**src/pkg/tbs_pkg.sv**
```systemverilog
// Purpose: shared constants and types of the terminal bus supervisor
// Assumes: one 50 MHz clock, synchronous active-high reset
// Notes:   all times are derived from the clock period below
package tbs_pkg;
   localparam int CLK_PERIOD_NS = 20;
   localparam int US_NS         = 1000;
   localparam int US_CYC        = (US_NS + CLK_PERIOD_NS - 1) / CLK_PERIOD_NS;
   localparam int MS_US         = 1000;
   localparam int WD_BASE_MS    = 100;
   localparam int WD_STEP_MS    = 85;
   localparam int MSW           = 10;
   localparam int DW            = 16;
   localparam int TW            = 16;
   localparam int SW            = 16;
   localparam int AW            = 8;
   localparam int NMEAS         = 4;
   localparam int M_TASK1       = 0;
   localparam int M_TERM        = 1;
   localparam int M_FB          = 2;
   localparam int M_SUB         = 3;

   typedef struct packed {
      logic       check_start;
      logic       auto_recover;
      logic       zero_on_halt;
      logic       sync_fieldbus;
      logic [1:0] watchdog_rearm_count;
      logic       input_hold;
      logic       stop_output_policy;
   } tbs_cfg_t;

   // delivery defaults: no start-up check, no auto recovery, three re-arms
   localparam tbs_cfg_t CFG_DEFAULT = '{1'b0, 1'b0, 1'b0, 1'b0, 2'h3,
                                        1'b0, 1'b0};

   typedef enum logic [2:0] {
      ST_BOOT  = 3'b000,
      ST_CHECK = 3'b001,
      ST_RUN   = 3'b010,
      ST_ERROR = 3'b011,
      ST_BLOCK = 3'b100
   } tbs_state_t;
endpackage : tbs_pkg

```
**src/pkg/tbs_meas_if.sv**
```systemverilog
// Purpose: carrier between supervisor and one cycle-time meter
// Assumes: start and stop are single-cycle pulses
// Notes:   us_now is the shared free-running microsecond count
`timescale 1ns/1ns
`default_nettype none
interface tbs_meas_if;
   import tbs_pkg::*;
   logic          start;
   logic          stop;
   logic          clear_max;
   logic [TW-1:0] us_now;
   logic [TW-1:0] actual;
   logic [TW-1:0] maximum;
   modport meter (input start, stop, clear_max, us_now,
                  output actual, maximum);
   modport owner (output start, stop, clear_max, us_now,
                  input actual, maximum);
endinterface : tbs_meas_if
`default_nettype wire

```
**src/hdl/tbs_cycle_meter.sv**
```systemverilog
// Purpose: actual and maximum duration of one processing pass
// Assumes: us_now wraps; passes shorter than the wrap period
// Notes:   a stop without a preceding start is ignored
`timescale 1ns/1ns
`default_nettype none
module tbs_cycle_meter (
   input  wire logic clk,
   input  wire logic reset,
   tbs_meas_if.meter m
);
   import tbs_pkg::*;
   logic [TW-1:0] t0_r;
   logic          run_r;
   logic [TW-1:0] diff;

   assign diff = m.us_now - t0_r;

   always_ff @(posedge clk) begin
      if (reset) begin
         t0_r     <= '0;
         run_r    <= 1'b0;
         m.actual <= '0;
      end else if (m.start) begin
         t0_r  <= m.us_now;
         run_r <= 1'b1;
      end else if (m.stop && run_r) begin
         m.actual <= diff;
         run_r    <= 1'b0;
      end
   end

   // a pass ending in the clearing cycle still counts as the new maximum
   always_ff @(posedge clk) begin
      if (reset)
         m.maximum <= '0;
      else if (m.stop && run_r && !m.start &&
               (m.clear_max || diff > m.maximum))
         m.maximum <= diff;
      else if (m.clear_max)
         m.maximum <= '0;
   end
endmodule : tbs_cycle_meter
`default_nettype wire

```
**src/hdl/tbs_supervisor.sv**
```systemverilog
// Purpose: terminal bus supervisor: start-up check, exchange gating,
//          watchdog, input and output fallback, cycle-time figures
// Assumes: term_* inputs come from the bus pins and are synchronised
// Notes:   settings take effect at reset or restart_req only
`timescale 1ns/1ns
`default_nettype none
// Overview of operation
// - store terminal set on boot project creation, compare on restart
// - failed start-up check blocks exchange and program start
// - auto recovery resumes exchange and outputs when bus error clears
// - zero-on-halt stops bus service at breakpoint, outputs zero
// - terminal cycles follow task 1 or fieldbus per sync selection
// - delayed bus service trips watchdog and drops outputs
// - default re-arms watchdog three times at 85 ms steps
// - re-arm 0 gives 100 ms, 1..3 give 2..4 times 85 ms
// - bus error zeroes or holds terminal inputs per selection
// - program stop clears or keeps fieldbus output data per policy
// - report actual and maximum times: task 1, bus, fieldbus, sub-bus
// - reset-maximum command clears all maxima; one whose pass ends in that cycle takes that pass time
// - factory defaults apply only after restart; a reset discards a pending request
// - multi-byte structures sit on word-aligned image offsets
module tbs_supervisor (
   input  wire logic                 clk,
   input  wire logic                 reset,
   input  wire tbs_pkg::tbs_cfg_t    cfg_req,
   input  wire logic                 restart_req,
   input  wire logic                 boot_project_create,
   input  wire logic                 factory_defaults,
   input  wire logic                 clear_max_req,
   input  wire logic                 term_chain_ok,
   input  wire logic [tbs_pkg::SW-1:0] term_signature,
   input  wire logic                 term_error,
   input  wire logic                 term_cycle_done,
   input  wire logic [tbs_pkg::DW-1:0] term_in_data,
   output logic                      term_cycle_start,
   output logic                      term_out_enable,
   output logic [tbs_pkg::DW-1:0]    term_out_data,
   input  wire logic                 task1_tick,
   input  wire logic                 task1_done,
   input  wire logic                 fieldbus_tick,
   input  wire logic                 fieldbus_done,
   input  wire logic                 sub_bus_start,
   input  wire logic                 sub_bus_done,
   input  wire logic                 prog_running,
   input  wire logic                 prog_halted,
   input  wire logic [tbs_pkg::DW-1:0] prog_out_data,
   input  wire logic [tbs_pkg::DW-1:0] prog_fb_data,
   input  wire logic [tbs_pkg::AW-1:0] struct_offset_req,
   output logic [tbs_pkg::AW-1:0]    struct_offset,
   output logic [tbs_pkg::DW-1:0]    in_image,
   output logic [tbs_pkg::DW-1:0]    fb_out_data,
   output logic                      prog_enable,
   output logic                      exchange_active,
   output logic                      check_failed,
   output var tbs_pkg::tbs_cfg_t     cfg_active,
   output logic                      defaults_pending,
   output logic                      watchdog_tripped,
   output logic [tbs_pkg::TW-1:0]    time_actual [tbs_pkg::NMEAS],
   output logic [tbs_pkg::TW-1:0]    time_max    [tbs_pkg::NMEAS]
);
   import tbs_pkg::*;

   localparam int PW = 1 + SW + 1 + 1 + DW;

   tbs_state_t     state_r;
   logic [PW-1:0]  pin_meta_r;
   logic [PW-1:0]  pin_sync_r;
   logic           chain_ok_s;
   logic [SW-1:0]  sig_s;
   logic           err_s;
   logic           done_s;
   logic [DW-1:0]  din_s;
   logic [SW-1:0]  stored_sig_r;
   logic           busy_r;
   logic           cycle_trig;
   logic           halt_block;
   logic           wd_expired;
   logic [6:0]     us_div_r;
   logic [9:0]     ms_div_r;
   logic           ms_tick_r;
   logic [TW-1:0]  us_now_r;

   // first stage feeds only the second; no reset here, so the pins are
   // flushed through while reset is held and the start-up check that
   // follows the release sees real values, not a cleared chain
   always_ff @(posedge clk) begin
      pin_meta_r <= {term_chain_ok, term_signature, term_error,
                     term_cycle_done, term_in_data};
      pin_sync_r <= pin_meta_r;
   end
   assign {chain_ok_s, sig_s, err_s, done_s, din_s} = pin_sync_r;

   // time base: microsecond count and millisecond tick
   always_ff @(posedge clk) begin
      if (reset) begin
         us_div_r  <= '0;
         ms_div_r  <= '0;
         us_now_r  <= '0;
         ms_tick_r <= 1'b0;
      end else begin
         ms_tick_r <= 1'b0;
         if (us_div_r == 7'(US_CYC - 1)) begin
            us_div_r <= '0;
            us_now_r <= us_now_r + 1'b1;
            if (ms_div_r == 10'(MS_US - 1)) begin
               ms_div_r  <= '0;
               ms_tick_r <= 1'b1;
            end else begin
               ms_div_r <= ms_div_r + 1'b1;
            end
         end else begin
            us_div_r <= us_div_r + 1'b1;
         end
      end
   end

   // factory defaults wait for the next boot; cleared by reset or once the
   // boot state has used them, and a request in that cycle is kept
   always_ff @(posedge clk) begin
      if (reset)
         defaults_pending <= 1'b0;
      else if (factory_defaults)
         defaults_pending <= 1'b1;
      else if (state_r == ST_BOOT)
         defaults_pending <= 1'b0;
   end

   always_ff @(posedge clk) begin
      if (reset)
         cfg_active <= CFG_DEFAULT;
      else if (state_r == ST_BOOT)
         cfg_active <= defaults_pending ? CFG_DEFAULT : cfg_req;
   end

   always_ff @(posedge clk) begin
      if (reset)
         stored_sig_r <= '0;
      else if (boot_project_create)
         stored_sig_r <= sig_s;
   end

   assign halt_block = cfg_active.zero_on_halt && prog_halted;
   assign cycle_trig = cfg_active.sync_fieldbus ? fieldbus_tick
                                                : task1_tick;

   always_ff @(posedge clk) begin
      if (reset || restart_req) begin
         state_r      <= ST_BOOT;
         check_failed <= 1'b0;
      end else begin
         case (state_r)
            ST_BOOT:  state_r <= ST_CHECK;
            ST_CHECK: begin
               if (!chain_ok_s) begin
                  state_r <= ST_BLOCK;
               end else if (cfg_active.check_start &&
                            sig_s != stored_sig_r) begin
                  state_r      <= ST_BLOCK;
                  check_failed <= 1'b1;
               end else begin
                  state_r <= ST_RUN;
               end
            end
            ST_RUN: begin
               if (err_s || wd_expired || !chain_ok_s)
                  state_r <= ST_ERROR;
            end
            ST_ERROR: begin
               if (cfg_active.auto_recover && !err_s && chain_ok_s)
                  state_r <= ST_RUN;
            end
            ST_BLOCK: state_r <= ST_BLOCK;
            default:  state_r <= ST_BOOT;
         endcase
      end
   end

   always_ff @(posedge clk) begin
      if (reset || state_r != ST_RUN) begin
         busy_r           <= 1'b0;
         term_cycle_start <= 1'b0;
      end else begin
         term_cycle_start <= 1'b0;
         if (cycle_trig && !busy_r && !halt_block) begin
            term_cycle_start <= 1'b1;
            busy_r           <= 1'b1;
         end else if (done_s) begin
            busy_r <= 1'b0;
         end
      end
   end

   tbs_watchdog u_wd (
      .clk         (clk),
      .reset       (reset),
      .ms_tick     (ms_tick_r),
      .arm         (state_r == ST_RUN),
      .cycle_done  (done_s && busy_r),
      .rearm_count (cfg_active.watchdog_rearm_count),
      .expired     (wd_expired)
   );

   always_ff @(posedge clk) begin
      if (reset || state_r == ST_BOOT)
         watchdog_tripped <= 1'b0;
      else if (state_r == ST_RUN && wd_expired)
         watchdog_tripped <= 1'b1;
   end

   assign exchange_active = (state_r == ST_RUN) && !halt_block;
   assign prog_enable     = (state_r == ST_RUN) || (state_r == ST_ERROR);

   // outputs follow the program one cycle after ST_RUN is re-entered on recovery
   always_ff @(posedge clk) begin
      if (reset) begin
         term_out_enable <= 1'b0;
         term_out_data   <= '0;
      end else if (state_r == ST_RUN && !halt_block && !err_s &&
                   !wd_expired) begin
         term_out_enable <= 1'b1;
         term_out_data   <= prog_out_data;
      end else begin
         term_out_enable <= 1'b0;
         term_out_data   <= '0;
      end
   end

   always_ff @(posedge clk) begin
      if (reset)
         in_image <= '0;
      else if (state_r == ST_ERROR || err_s) begin
         if (!cfg_active.input_hold)
            in_image <= '0;
      end else if (state_r == ST_RUN && done_s && busy_r)
         in_image <= din_s;
   end

   always_ff @(posedge clk) begin
      if (reset)
         fb_out_data <= '0;
      else if (prog_running)
         fb_out_data <= prog_fb_data;
      else if (!cfg_active.stop_output_policy)
         fb_out_data <= '0;
   end

   // word alignment: round the offset up to the next even byte
   always_ff @(posedge clk) begin
      if (reset)
         struct_offset <= '0;
      else
         struct_offset <= (struct_offset_req + 1'b1) & ~AW'(1);
   end

   tbs_meas_if mi [NMEAS] ();

   assign mi[M_TASK1].start = task1_tick;
   assign mi[M_TASK1].stop  = task1_done;
   assign mi[M_TERM].start  = term_cycle_start;
   assign mi[M_TERM].stop   = done_s && busy_r;
   assign mi[M_FB].start    = fieldbus_tick;
   assign mi[M_FB].stop     = fieldbus_done;
   assign mi[M_SUB].start   = sub_bus_start;
   assign mi[M_SUB].stop    = sub_bus_done;

   for (genvar g = 0; g < NMEAS; g++) begin : g_meas
      assign mi[g].us_now    = us_now_r;
      assign mi[g].clear_max = clear_max_req;
      assign time_actual[g]  = mi[g].actual;
      assign time_max[g]     = mi[g].maximum;
      tbs_cycle_meter u_meter (
         .clk   (clk),
         .reset (reset),
         .m     (mi[g])
      );
   end
endmodule : tbs_supervisor
`default_nettype wire

```
**src/hdl/tbs_watchdog.sv**
```systemverilog
// Purpose: terminal watchdog with re-arm count selection
// Assumes: ms_tick is one pulse per millisecond
// Notes:   disarmed and cleared whenever arm is low (supervisor outside ST_RUN, so still armed during a halt)
`timescale 1ns/1ns
`default_nettype none
module tbs_watchdog (
   input  wire logic       clk,
   input  wire logic       reset,
   input  wire logic       ms_tick,
   input  wire logic       arm,
   input  wire logic       cycle_done,
   input  wire logic [1:0] rearm_count,
   output logic            expired
);
   import tbs_pkg::*;
   logic [MSW-1:0] ms_r;
   logic [MSW-1:0] limit;

   // setting 0 is the bare watchdog; n adds n re-arms of one step each
   always_comb begin
      if (rearm_count == 2'h0)
         limit = MSW'(WD_BASE_MS);
      else
         limit = MSW'(WD_STEP_MS) * (MSW'(rearm_count) + 1'b1);
   end

   always_ff @(posedge clk) begin
      if (reset || !arm || cycle_done)
         ms_r <= '0;
      else if (ms_tick && !expired)
         ms_r <= ms_r + 1'b1;
   end

   assign expired = (ms_r >= limit);
endmodule : tbs_watchdog
`default_nettype wire

```
**config.mk**
```make
export PLATFORM = sky130hd
export DESIGN_NAME = tbs_supervisor
export DESIGN_NICKNAME = d
export VERILOG_FILES = /design/src/pkg/tbs_pkg.sv /design/src/pkg/tbs_meas_if.sv /design/src/hdl/tbs_cycle_meter.sv /design/src/hdl/tbs_supervisor.sv /design/src/hdl/tbs_watchdog.sv
export SDC_FILE = /design/constraint.sdc
export NUM_CORES = 1
export LEC_CHECK = 0
export BUFFER_PORTS_ARGS = -buffer_cell sky130_fd_sc_hd__buf_2
export CAP_MARGIN = 20
export CORE_MARGIN = 1
export CORE_UTILIZATION = 57
export CTS_BUF_LIST = sky130_fd_sc_hd__clkbuf_16
export DETAILED_ROUTE_END_ITERATION = 6
export PLACE_DENSITY = 0.82
export SLEW_MARGIN = 20
export SYNTH_ARGS = -nofsm -noshare
export SYNTH_HDL_FRONTEND = slang
export SYNTH_SLANG_ARGS = --single-unit
```
**constraint.sdc**
```tcl
create_clock -name clk -period 5.5 [get_ports clk]
set_input_delay 0.275 -clock clk [delete_from_list [all_inputs] [get_ports clk]]
set_output_delay 0.275 -clock clk [all_outputs]
set_load 0.005 [all_outputs]
```
# Yosys cells after proc, flatten, opt, wreduce, memory -nomap -nowiden
# Cells that the tools add are included.
dict set report word_totals {
  memories 0
  mem_bits_ro 0
  ram_bits 0
  latch_bits 0
  regBits 399
  input_bits 97
  output_inout_bits 199
  wordCells 183
}
dict set report classes {
  multipliers 1
  div 0
  shift 0
  n_mux 34
  order_cmp 5
  n_eq_ne 12
  reduce_logical 72
  add_sub_neg 10
  bitwise 6
}
# cell n
set ops {}
lappend ops {{$mux 16} 10}
lappend ops {{$gt 16x16->1} 4}
lappend ops {{$sub 16x16->16} 4}
lappend ops {{$logic_and 1x1->1} 26}
lappend ops {{$reduce_bool 2->1} 11}
lappend ops {{$add 10x1->10 const B} 2}
lappend ops {{$mux 10} 2}
lappend ops {{$add 16x1->16 const B} 1}
lappend ops {{$mux 1} 16}
lappend ops {{$ne 16x16->1} 1}
lappend ops {{$pmux 3 s5} 1}
lappend ops {{$logic_or 1x1->1} 13}
lappend ops {{$mux 3} 4}
lappend ops {{$reduce_and 2->1} 6}
lappend ops {{$eq 10x10->1 const B} 1}
lappend ops {{$ge 10x10->1} 1}
lappend ops {{$logic_not 1->1} 10}
lappend ops {{$mul 7x10->10 const A} 1}
lappend ops {{$add 8x1->8 const B} 1}
lappend ops {{$mux 8} 1}
lappend ops {{$ne 2x2->1 const B} 4}
lappend ops {{$add 7x1->7 const B} 1}
lappend ops {{$eq 7x6->1 const B} 1}
lappend ops {{$eq 3x2->1 const B} 2}
lappend ops {{other kinds (9)} 16}

# Longest topological paths before layout
dict set report logic_depth {
  word_depth 8
  mapped_depth 21
  depth_no_buf 18
}

# Hierarchy
# From an unflattened synthesis, not the netlist that was laid out.
dict set report hier_totals {
  cells_unflattened 2192
  hier_area_um2 19281.0
}
# module cells_per_inst instances seq_area_each_um2 area_each_um2
set modules_own_cells {}
lappend modules_own_cells {tbs_supervisor 615 1 3843.7 6223.5}
lappend modules_own_cells {{tbs_cycle_meter at g_meas[0].u_meter ...} 371 2 980.9 3070.4}
lappend modules_own_cells {{tbs_cycle_meter at g_meas[3].u_meter} 370 1 980.9 3052.9}
lappend modules_own_cells {{tbs_cycle_meter at g_meas[2].u_meter} 361 1 980.9 2989.1}
lappend modules_own_cells {tbs_watchdog 104 1 200.2 874.6}

# Worst setup path after synthesis
# No wires, ideal clock.
dict set report synth_path {
  path_type {reg-to-reg}
  start {register us_now_r[0], in the netlist mi[0].us_now[0]}
  end {register g_meas[0].u_meter.m.maximum[14]}
  period_less_slack_ps 4223
  arrival_time_ps 4107
  stages_incl_launch_ff 21
  setup_ps 116
  setup_slack_ps 1277
  t_required_ps 5384
  path_buffers 3
  cell_sequence {dfxtp_1 -> clkbuf_1 -> inv_1 -> ha_1 -> inv_1 -> fa_1 -> a21o_1 -> a311oi_1 -> o21ai_1 -> o21bai_1 -> nor3_1 -> or3_1 -> ha_1 -> nand4_1 -> nor2_1 -> nand2_1 -> o41ai_1 -> a31oi_1 -> buf_2 -> buf_2 -> a31o_2}
}
dict set report synth_via {
  elab_chain_len 5
  elab_cells_between_ends 6
  classes_between {add/sub: 1; order compare: 1; mux: 1; reduce/logical: 3}
}
# element line
set synth_lines {}
lappend synth_lines {{from (decl)} tbs_supervisor.sv:81} ;# logic [TW-1:0] us_now_r;
lappend synth_lines {{from (signal assigned)} tbs_supervisor.sv:104} ;# us_now_r <= us_now_r + 1'b1;
lappend synth_lines {{$sub 16x16->16 *} tbs_cycle_meter.sv:16} ;# assign diff = m.us_now - t0_r;
lappend synth_lines {{named net g_meas[0].u_meter.diff[14]} tbs_cycle_meter.sv:14} ;# logic [TW-1:0] diff;
lappend synth_lines {{$gt 16x16->1} tbs_cycle_meter.sv:37} ;# (m.clear_max || diff > m.maximum))
lappend synth_lines {{$logic_or 1x1->1} tbs_cycle_meter.sv:37}
lappend synth_lines {{$logic_and 1x1->1} tbs_cycle_meter.sv:36} ;# else if (m.stop && run_r && !m.start &&
lappend synth_lines {{$mux 16 / $reduce_bool 2->1 (equally long branches)} n/a}
lappend synth_lines {{to (signal assigned)} tbs_cycle_meter.sv:38} ;# m.maximum <= diff;
lappend synth_lines {{to (decl)} tbs_meas_if.sv:15} ;# output actual, maximum);
# The timed path passes the listed nets; every way through them passes the cells marked *.
# A chain may end at the register's enable or synchronous reset.

# Final worst setup path
dict set report layout_path {
  start {register us_now_r[0], in the netlist mi[0].us_now[0]}
  end {register g_meas[1].u_meter.m.maximum[0]}
}
dict set report layout_via {
  elab_chain_len 5
  elab_cells_between_ends 6
  classes_between {add/sub: 1; order compare: 1; mux: 1; reduce/logical: 3}
}
# element line
set layout_lines {}
lappend layout_lines {{$sub 16x16->16 *} tbs_cycle_meter.sv:16}
lappend layout_lines {{named net g_meas[1].u_meter.diff[14]} tbs_cycle_meter.sv:14}
lappend layout_lines {{$gt 16x16->1 *} tbs_cycle_meter.sv:37}
lappend layout_lines {{$logic_or 1x1->1 *} tbs_cycle_meter.sv:37}
lappend layout_lines {{$logic_and 1x1->1 *} tbs_cycle_meter.sv:36}
lappend layout_lines {{$mux 16 / $reduce_bool 2->1 (equally long branches)} n/a}
lappend layout_lines {{to (signal assigned)} tbs_cycle_meter.sv:38}
lappend layout_lines {{to (decl)} tbs_meas_if.sv:15}
# Marked as above.

==> results.json <==
{
  "synth_nets": 2399,
  "fmax_mhz": 200,
  "drv_cap": 0,
  "initial_core_util": 0.579,
  "placed_cells": 2822,
  "r2r-end": "g_meas[1].u_meter.m.maximum[0]",
  "worst_setup_path_start_kind": "register",
  "ys.flop_type": "dfxtp_1",
  "coreArea_sq_um": 32500,
  "hold-path-cell-count": 3,
  "firstDrtPassIters": 7,
  "gp_congestion": 0.946,
  "leakage_nw": 10.1,
  "holdCritPathClass": "in -> reg",
  "io_pins": 296,
  "violations": "design-rule violations",
  "clockBufferDepth": 3,
  "timing.final.crit_share": 0.908,
  "fin_cells": 2975,
  "yosys.area.top_type": "dfxtp_1",
  "finalSetupTns_ns": 0,
  "hold_violations": 0,
  "fp-row-count": 66,
  "fin_area_sq_um": 22900,
  "relSlewSlack": 0.305,
  "portBuffers": 294,
  "track_usage": 0.303,
  "grt_max_degree": 218,
  "ir_drop_mv": 0.299,
  "final.min_clock_period_ns": 4.99,
  "ant_nets": 0,
  "fin_skew_ns": 0.0409,
  "grt_antenna_before_repair": 1,
  "cts_tree": "done",
  "ys_warn_count": 0,
  "die_area_sq_um": 33700,
  "reg2regPathDepth": 15,
  "dp_hpwl_um": 34100,
  "syn_inst": 2154,
  "nets": 2747,
  "yosysSeqAreaShare": 0.424,
  "clk-insertion-delay-late_ns": 0.57,
  "placed_area_sq_um": 20700,
  "hold-worst-slack_ns": 0.0348,
  "min-delay-start": "struct_offset_req[2]",
  "rsz0062_at_grt": "no",
  "async_flop_share": 0,
  "viasPerCell": 5.69,
  "yosys.cell_types.count": 80,
  "cts_buffers": 41,
  "synth.top_cell.area_share": 0.424,
  "wire_per_inst_um": 17.4,
  "detail_route.drc_violations": 4,
  "route.vias.total": 16936,
  "powerDensity_nw_per_um2": 269,
  "cts_max_level": 2,
  "drv_slew": 0,
  "die_w_um": 184,
  "post_cts_buffers": 0,
  "grt_first_pass_wirelength_um": 82900,
  "status": "finished, violations left",
  "min_to": "struct_offset[2]",
  "critPathKind": "reg -> reg",
  "worst-endpoint-required_ns": 5.96,
  "clock_sinks": 398,
  "grt_pass1_vias": 16447,
  "setup_viol": 0,
  "drt_iter0_drc": 1154,
  "syn_to_final_growth_pct": 21.8,
  "synthTopCellsByArea": "dfxtp_1 (42%), ha_1 (9.6%), nor2_1 (6.2%)",
  "syn_area_sq_um": 18800,
  "synth_edf_count": 0,
  "r2r-start": "mi[0].us_now[0]",
  "worst_pin_slew_ns": 1.04,
  "routed_wirelength_um": 51900,
  "root_buffer": "clkbuf_16",
  "clk_pin_slew_ns": 0.06,
  "layout-drive-gt1-share": 0.167,
  "cp.arrival_ns": 5.46,
  "synth_area_per_cell_sq_um": 8.72,
  "ys_seq_elements": 398,
  "grt_overflow": 0,
  "die_h_um": 184,
  "r2r_slack_ns": 0.51,
  "cp_max_fo": 16,
  "end_kind": "register"
}
## per-stage QoR
step	worst slack, ns	utilization	power (mW)
2_1_floorplan	1.28	-	3.17
5_1_grt	0.0777	0.705	6.35
3_5_place_dp	0.707	0.637	3.27
4_1_cts	0.664	0.704	6.17
6_report	0.507	0.705	6.16
3_3_place_gp	0.864	0.637	3.26
## cell families after synthesis
kind of cell             synth area share
flip-flops                          0.424
multiplexers                       0.0572
other                            0.000200
XOR/XNOR                           0.0447
AND/OR/NAND/NOR                     0.184
adder cells (fa/ha/maj)             0.100
buffers and inverters              0.0515
AO/OA/AOI/OAI                       0.138
## placed cells by master, fill, tap and decap left out, drive strengths merged, types with 10 or more instances in the layout
cell type and n:
nor2 311, nand3 50, o21a 11, clkbuf 42
nor4 13, buf 320, a21o 30, nand2 170
xor2 40, or3 16, a211oi 17, nand4 22
mux2i 104, nand2b 10, and3 16, a31oi 11
inv 158, nor2b 18, clkinv 23, and2 23
xnor2 56, o21ai 48, a21oi 181, a22oi 16
ha 144, dfxtp 398, dlygate4sd3 79, o211ai 12
nor3 63
## how the worst max path moves through the flow
stage | startpoint | endpoint | slack [ns] | cells past startpoint
after global routing | mi[0].us_now[0] | g_meas[1].u_meter.m.maximum[2] | 0.08 | 17
final | mi[0].us_now[0] | g_meas[1].u_meter.m.maximum[0] | 0.51 | 15
after detailed placement | mi[0].us_now[0] | g_meas[1].u_meter.m.maximum[11] | 0.71 | 17
after global placement | mi[0].us_now[0] | g_meas[0].u_meter.m.maximum[14] | 0.86 | 16
after floorplan | mi[0].us_now[0] | g_meas[0].u_meter.m.maximum[14] | 1.28 | 20
after CTS | mi[0].us_now[0] | g_meas[1].u_meter.m.maximum[11] | 0.66 | 17
## critical path, stage by stage, from the launching register on
cell       delay [ns]
dfxtp_1          0.55
inv_1            0.19
ha_1             0.27
fa_1             0.40
nor2b_1          0.17
o31a_1           0.25
o31ai_4          0.11
mux2i_1          0.14
a2111oi_2        0.59
ha_1             0.37
a21oi_1          0.19
nand2_1          0.08
a2111oi_0        0.51
a31oi_2          0.39
or3b_2           0.53
a21oi_1          0.17
## power breakdown
group | switching [mW] | internal [mW] | leakage [nW]
clock | 1.23 | 1.67 | 0.693
combinational | 0.160 | 0.133 | 6.16
sequential | 0.0363 | 2.94 | 3.24
## state kept, by name, indices dropped and copies added, names as in the netlist, 8 cells and up
| register | count |
|---|---|
| cfg_active | 8 |
| fb_out_data | 16 |
| mi.us_now | 16 |
| stored_sig_r | 16 |
| in_image | 16 |
| pin_sync_r | 35 |
| g_meas.u_meter.m.actual | 64 |
| u_wd.ms_r | 10 |
| g_meas.u_meter.t0_r | 64 |
| ms_div_r | 10 |
| pin_meta_r | 35 |
| g_meas.u_meter.m.maximum | 64 |
| term_out_data | 16 |
## cell usage after synthesis, types with 40 or more instances
library cell  count
xnor2_1          56
mux2i_1         104
nand2_1         170
nor3_1           61
inv_1           155
o21ai_0          47
nor2_1          311
a21oi_1         181
dfxtp_1         398
ha_1            144
clkbuf_1         72
xor2_1           40
nand3_1          50
## cell type report
type | instances | area (sq um)
sequential | 398 | 7970
inverter | 156 | 586
multi-input combinational | 1505 | 9880
timing repair buffer | 400 | 2490
antenna | 1 | 2.50
clock inverter | 32 | 382
tap | 442 | 553
fill | 2398 | 9570
clock buffer | 41 | 1030
## routing by layer
metal	wire [um]	GRT usage	up-vias
met5	0	0	-
met4	2120	0.138	0
met3	3470	0.0531	151
met2	25100	0.526	694
met1	21200	0.364	8003
li1	-	-	8088
## repair_timing
action,CTS,global route
hold endpoints to repair,79,2
hold buffers,77,2
gates resized for setup,0,0
(Power assumes the default switching activity.)
